--- src/core/probe_mux.sv ---
// One probe channel: selects an internal node and registers it for the pin.
`timescale 1ns/100ps
module probe_mux #(
  parameter int NODES = 256,
  parameter int SW    = 8
) (
  input  wire logic             clk,
  input  wire logic             rst_n,
  input  wire logic [NODES-1:0] nodes,
  input  wire logic [SW-1:0]    sel,
  input  wire logic             enable,
  output logic                  q_r
);

  // A select beyond the node count shows zero instead of an unknown.
  always_ff @(posedge clk or negedge rst_n) begin
    if (!rst_n) begin
      q_r <= 1'b0;
    end else if (enable && (int'(sel) < NODES)) begin
      q_r <= nodes[sel];
    end else begin
      q_r <= 1'b0;
    end
  end

endmodule

--- config.mk ---
export PLATFORM = sky130hd
export DESIGN_NAME = probe_mux
export DESIGN_NICKNAME = d
export VERILOG_FILES = /design/src/core/probe_mux.sv
export SDC_FILE = /design/constraint.sdc
export NUM_CORES = 1
export LEC_CHECK = 0
export BUFFER_PORTS_ARGS = -buffer_cell sky130_fd_sc_hd__clkbuf_2
export CAP_MARGIN = 30
export CORE_AREA = 2 2 105 107
export DETAILED_ROUTE_END_ITERATION = 10
export DIE_AREA = 0 0 107 109
export RECOVER_POWER = 100
export SKIP_CTS_REPAIR_TIMING = 1
export SLEW_MARGIN = 10
export SYNTH_ARGS = -nofsm -noshare
export SYNTH_HDL_FRONTEND = slang
export SYNTH_SLANG_ARGS = --single-unit
--- constraint.sdc ---
create_clock -name clk -period 0.8 [get_ports clk]
set_input_delay 0.08 -clock clk [delete_from_list [all_inputs] [get_ports clk]]
set_output_delay 0.08 -clock clk [all_outputs]
set_load 0.05 [all_outputs]
==> reports/metrics.cfg <==
[cells_and_area]
top_regs = q_r: 1 flops
drive_gt1_share_pct = 73.8
area_growth_pct = 79.3
largest_register_ffs = 1
instances_no_fill = 634
nets = 761
final_cell_area_um2 = 4000
largest-register = q_r
fin_util_pct = 37.7

[timing]
final.setup.tns_ps = -1380
hold-worst-slack_ps = 427
rsz0062_at_grt = yes
min_period_ps = 2180
fin_crit_sh_pct = 272
relSlewSlack_pct = 64.7
tightest_slew_ps = 522
drv_slew = 0
hold_viol = 0
setup_viol = 1
fmax_ghz = 0.460
worst_slack_ps = -1380

[critical_path]
start_kind = input port
worst_ep_required_time_ps = 660
critPathLaunch = sel[0]
cp-endpoint = q_r$_DFF_PN0_
crit_arrival_ps = 2040
end_kind = register
crit_fanout = 8
path_class = input port to register

[run_status]
status = finished with violations
violations = setup timing

[synthesis]
muxShareOfSynthArea_pct = 65.2
synthXorXnorAreaFrac_pct = 0
synthDistinctLibCells = 38
synth_seq_area_share_pct = 1.12
synth_compound_area_share_pct = 16.0
syn-num-nets = 475
yosysWarnings = 0
synth_top_family_by_area = multiplexers
synth-simple-area-share_pct = 11.3
ys_seq_elements = 1
synthAdderAreaFrac_pct = 0
avgSynthCellArea_um2 = 10.7
synthCells = 208
synthesis.area_um2 = 2230

[floorplan]
io_pins = 268
num_rows = 38
initial_core_util_pct = 21.0
core_area_um2 = 10600
dieArea_um2 = 11700
die_h_um = 109
die_w_um = 107

[routing]
drt_iter0_markers = 78
antenna_left = 0
wl_per_cell_um = 16.9
drt_wl_total_mm = 10.7
drtPass1Iterations = 7
remaining_drc_errors = 0
vias = 3100
via_per_inst = 4.89

[min_path]
min_path_type = input port to asynchronous set/reset pin

[global_route]
grt_max_degree = 30
grt_pass1_vias = 3306
overflow = 0
grt_util_all_layers_pct = 17.5
antenna_found_initial = 1
grt_pass1_wl_mm = 16.1

[pwr]
p_per_area_nw_per_um2 = 524
ir_worst_vdd_uv = 252
p_leak_nw = 2.03

[place]
place_inst = 631
placed_area_um2 = 3920
numPortBuffers = 267
hpwl_mm = 9.80
gp_congestion = 0.932

[clocking]
path_clk_slew_ps = 0

[flow_run]
maxCapViolCount = 0

[per-stage QoR]
step                      power (W)  setup slack (ps)
final                       0.00210             -1380
after global routing        0.00229             -1460
after floorplan             0.00108             -1270
after global placement      0.00204             -1560
after CTS                   0.00208             -1520
after detailed placement    0.00208             -1490
[where the power goes]
part	internal [W]	switching [W]	leakage (nW)
Sequential	0.0000578	0.00000441	0.0129
Combinational	0.00124	0.000794	2.02
Clock	0.00000000332	0	0.0000127
[cells in the mapped netlist]
cell / number / area (µm²)
and2_0: 2 / 12.5
a21oi_1: 7 / 35.0
nor2b_1: 6 / 37.5
buf_4: 8 / 60.1
buf_2: 5 / 25.0
o21ai_0: 2 / 10.0
a2111oi_0: 1 / 8.76
clkbuf_1: 8 / 30.0
a22oi_1: 1 / 7.51
inv_1: 3 / 11.3
a21boi_0: 1 / 7.51
a211oi_1: 8 / 60.1
nor4_1: 4 / 25.0
nor3b_1: 1 / 7.51
mux2_2: 1 / 11.3
o22ai_1: 8 / 50.1
mux4_2: 49 / 1100
or4_1: 2 / 15.0
a211o_1: 1 / 8.76
and3_1: 1 / 6.26
o2111ai_1: 1 / 8.76
nor2_1: 10 / 37.5
and3b_1: 1 / 8.76
nand2b_1: 3 / 18.8
o211ai_1: 4 / 30.0
o221ai_1: 10 / 87.6
buf_6: 1 / 11.3
a311oi_1: 2 / 17.5
and2_1: 3 / 18.8
buf_1: 1 / 3.75
mux2i_1: 34 / 340
o311ai_0: 1 / 8.76
nor4b_1: 1 / 8.76
nand2_1: 12 / 45.0
nor3_1: 2 / 10.0
o32ai_1: 1 / 8.76
o41ai_1: 1 / 8.76
dfrtp_1: 1 / 25.0
[how the worst min path moves through the flow]
stage	from	endpoint	slack, ps	depth (start not counted)
after floorplan	rst_n	q_r$_DFF_PN0_	-220	0
after global placement	rst_n	q_r$_DFF_PN0_	-120	1
after global routing	rst_n	q_r$_DFF_PN0_	460	2
after CTS	rst_n	q_r$_DFF_PN0_	-120	1
after detailed placement	rst_n	q_r$_DFF_PN0_	-120	1
final	rst_n	q_r$_DFF_PN0_	430	2
[placed cells by master, fill, tap and decap left out, drive strengths merged, types with 2 or more instances in the layout]
master and instances:
and2 5, buf 41, mux4 49, o221ai 10
nand2 12, nor2b 6, o211ai 4, or4 2
a311oi 2, a211oi 8, o22ai 8, inv 3
diode 2, nor4 4, nand2b 3, nor2 10
a21oi 7, o21ai 2, nor3 2, clkbuf 265
mux2i 34
[metal layers]
layer	up-vias	track usage, %	wire (µm)
li1	1483	-	-
met1	1452	20.6	4090
met2	157	34.3	5730
met3	8	2.33	804
met4	0	2.69	80
met5	-	0	0
[cell families (layout without fill, tap and decap cells)]
logic type / after synthesis / after routing
multiplexers: 84 / 84
AO/OA/AOI/OAI: 49 / 49
AND/OR/NAND/NOR: 48 / 48
buffers and inverters: 26 / 310
flip-flops: 1 / 1
other: 0 / 2
[area by class of cell]
type	instances	area, µm²
diodes	2	5.00
fillers	1091	6600
inverters	3	11.3
multi-input cells	181	2110
flip-flops and latches	1	25.0
well taps	140	175
repair buffers	307	1680
[critical path, cell delays in order]
cell     delay [ps]
buf_12          100
mux4_2          480
mux4_2          490
and2_4          150
or4_4           500
a21oi_2         140
o32ai_2          80
Power figures use the tool's default switching activity.
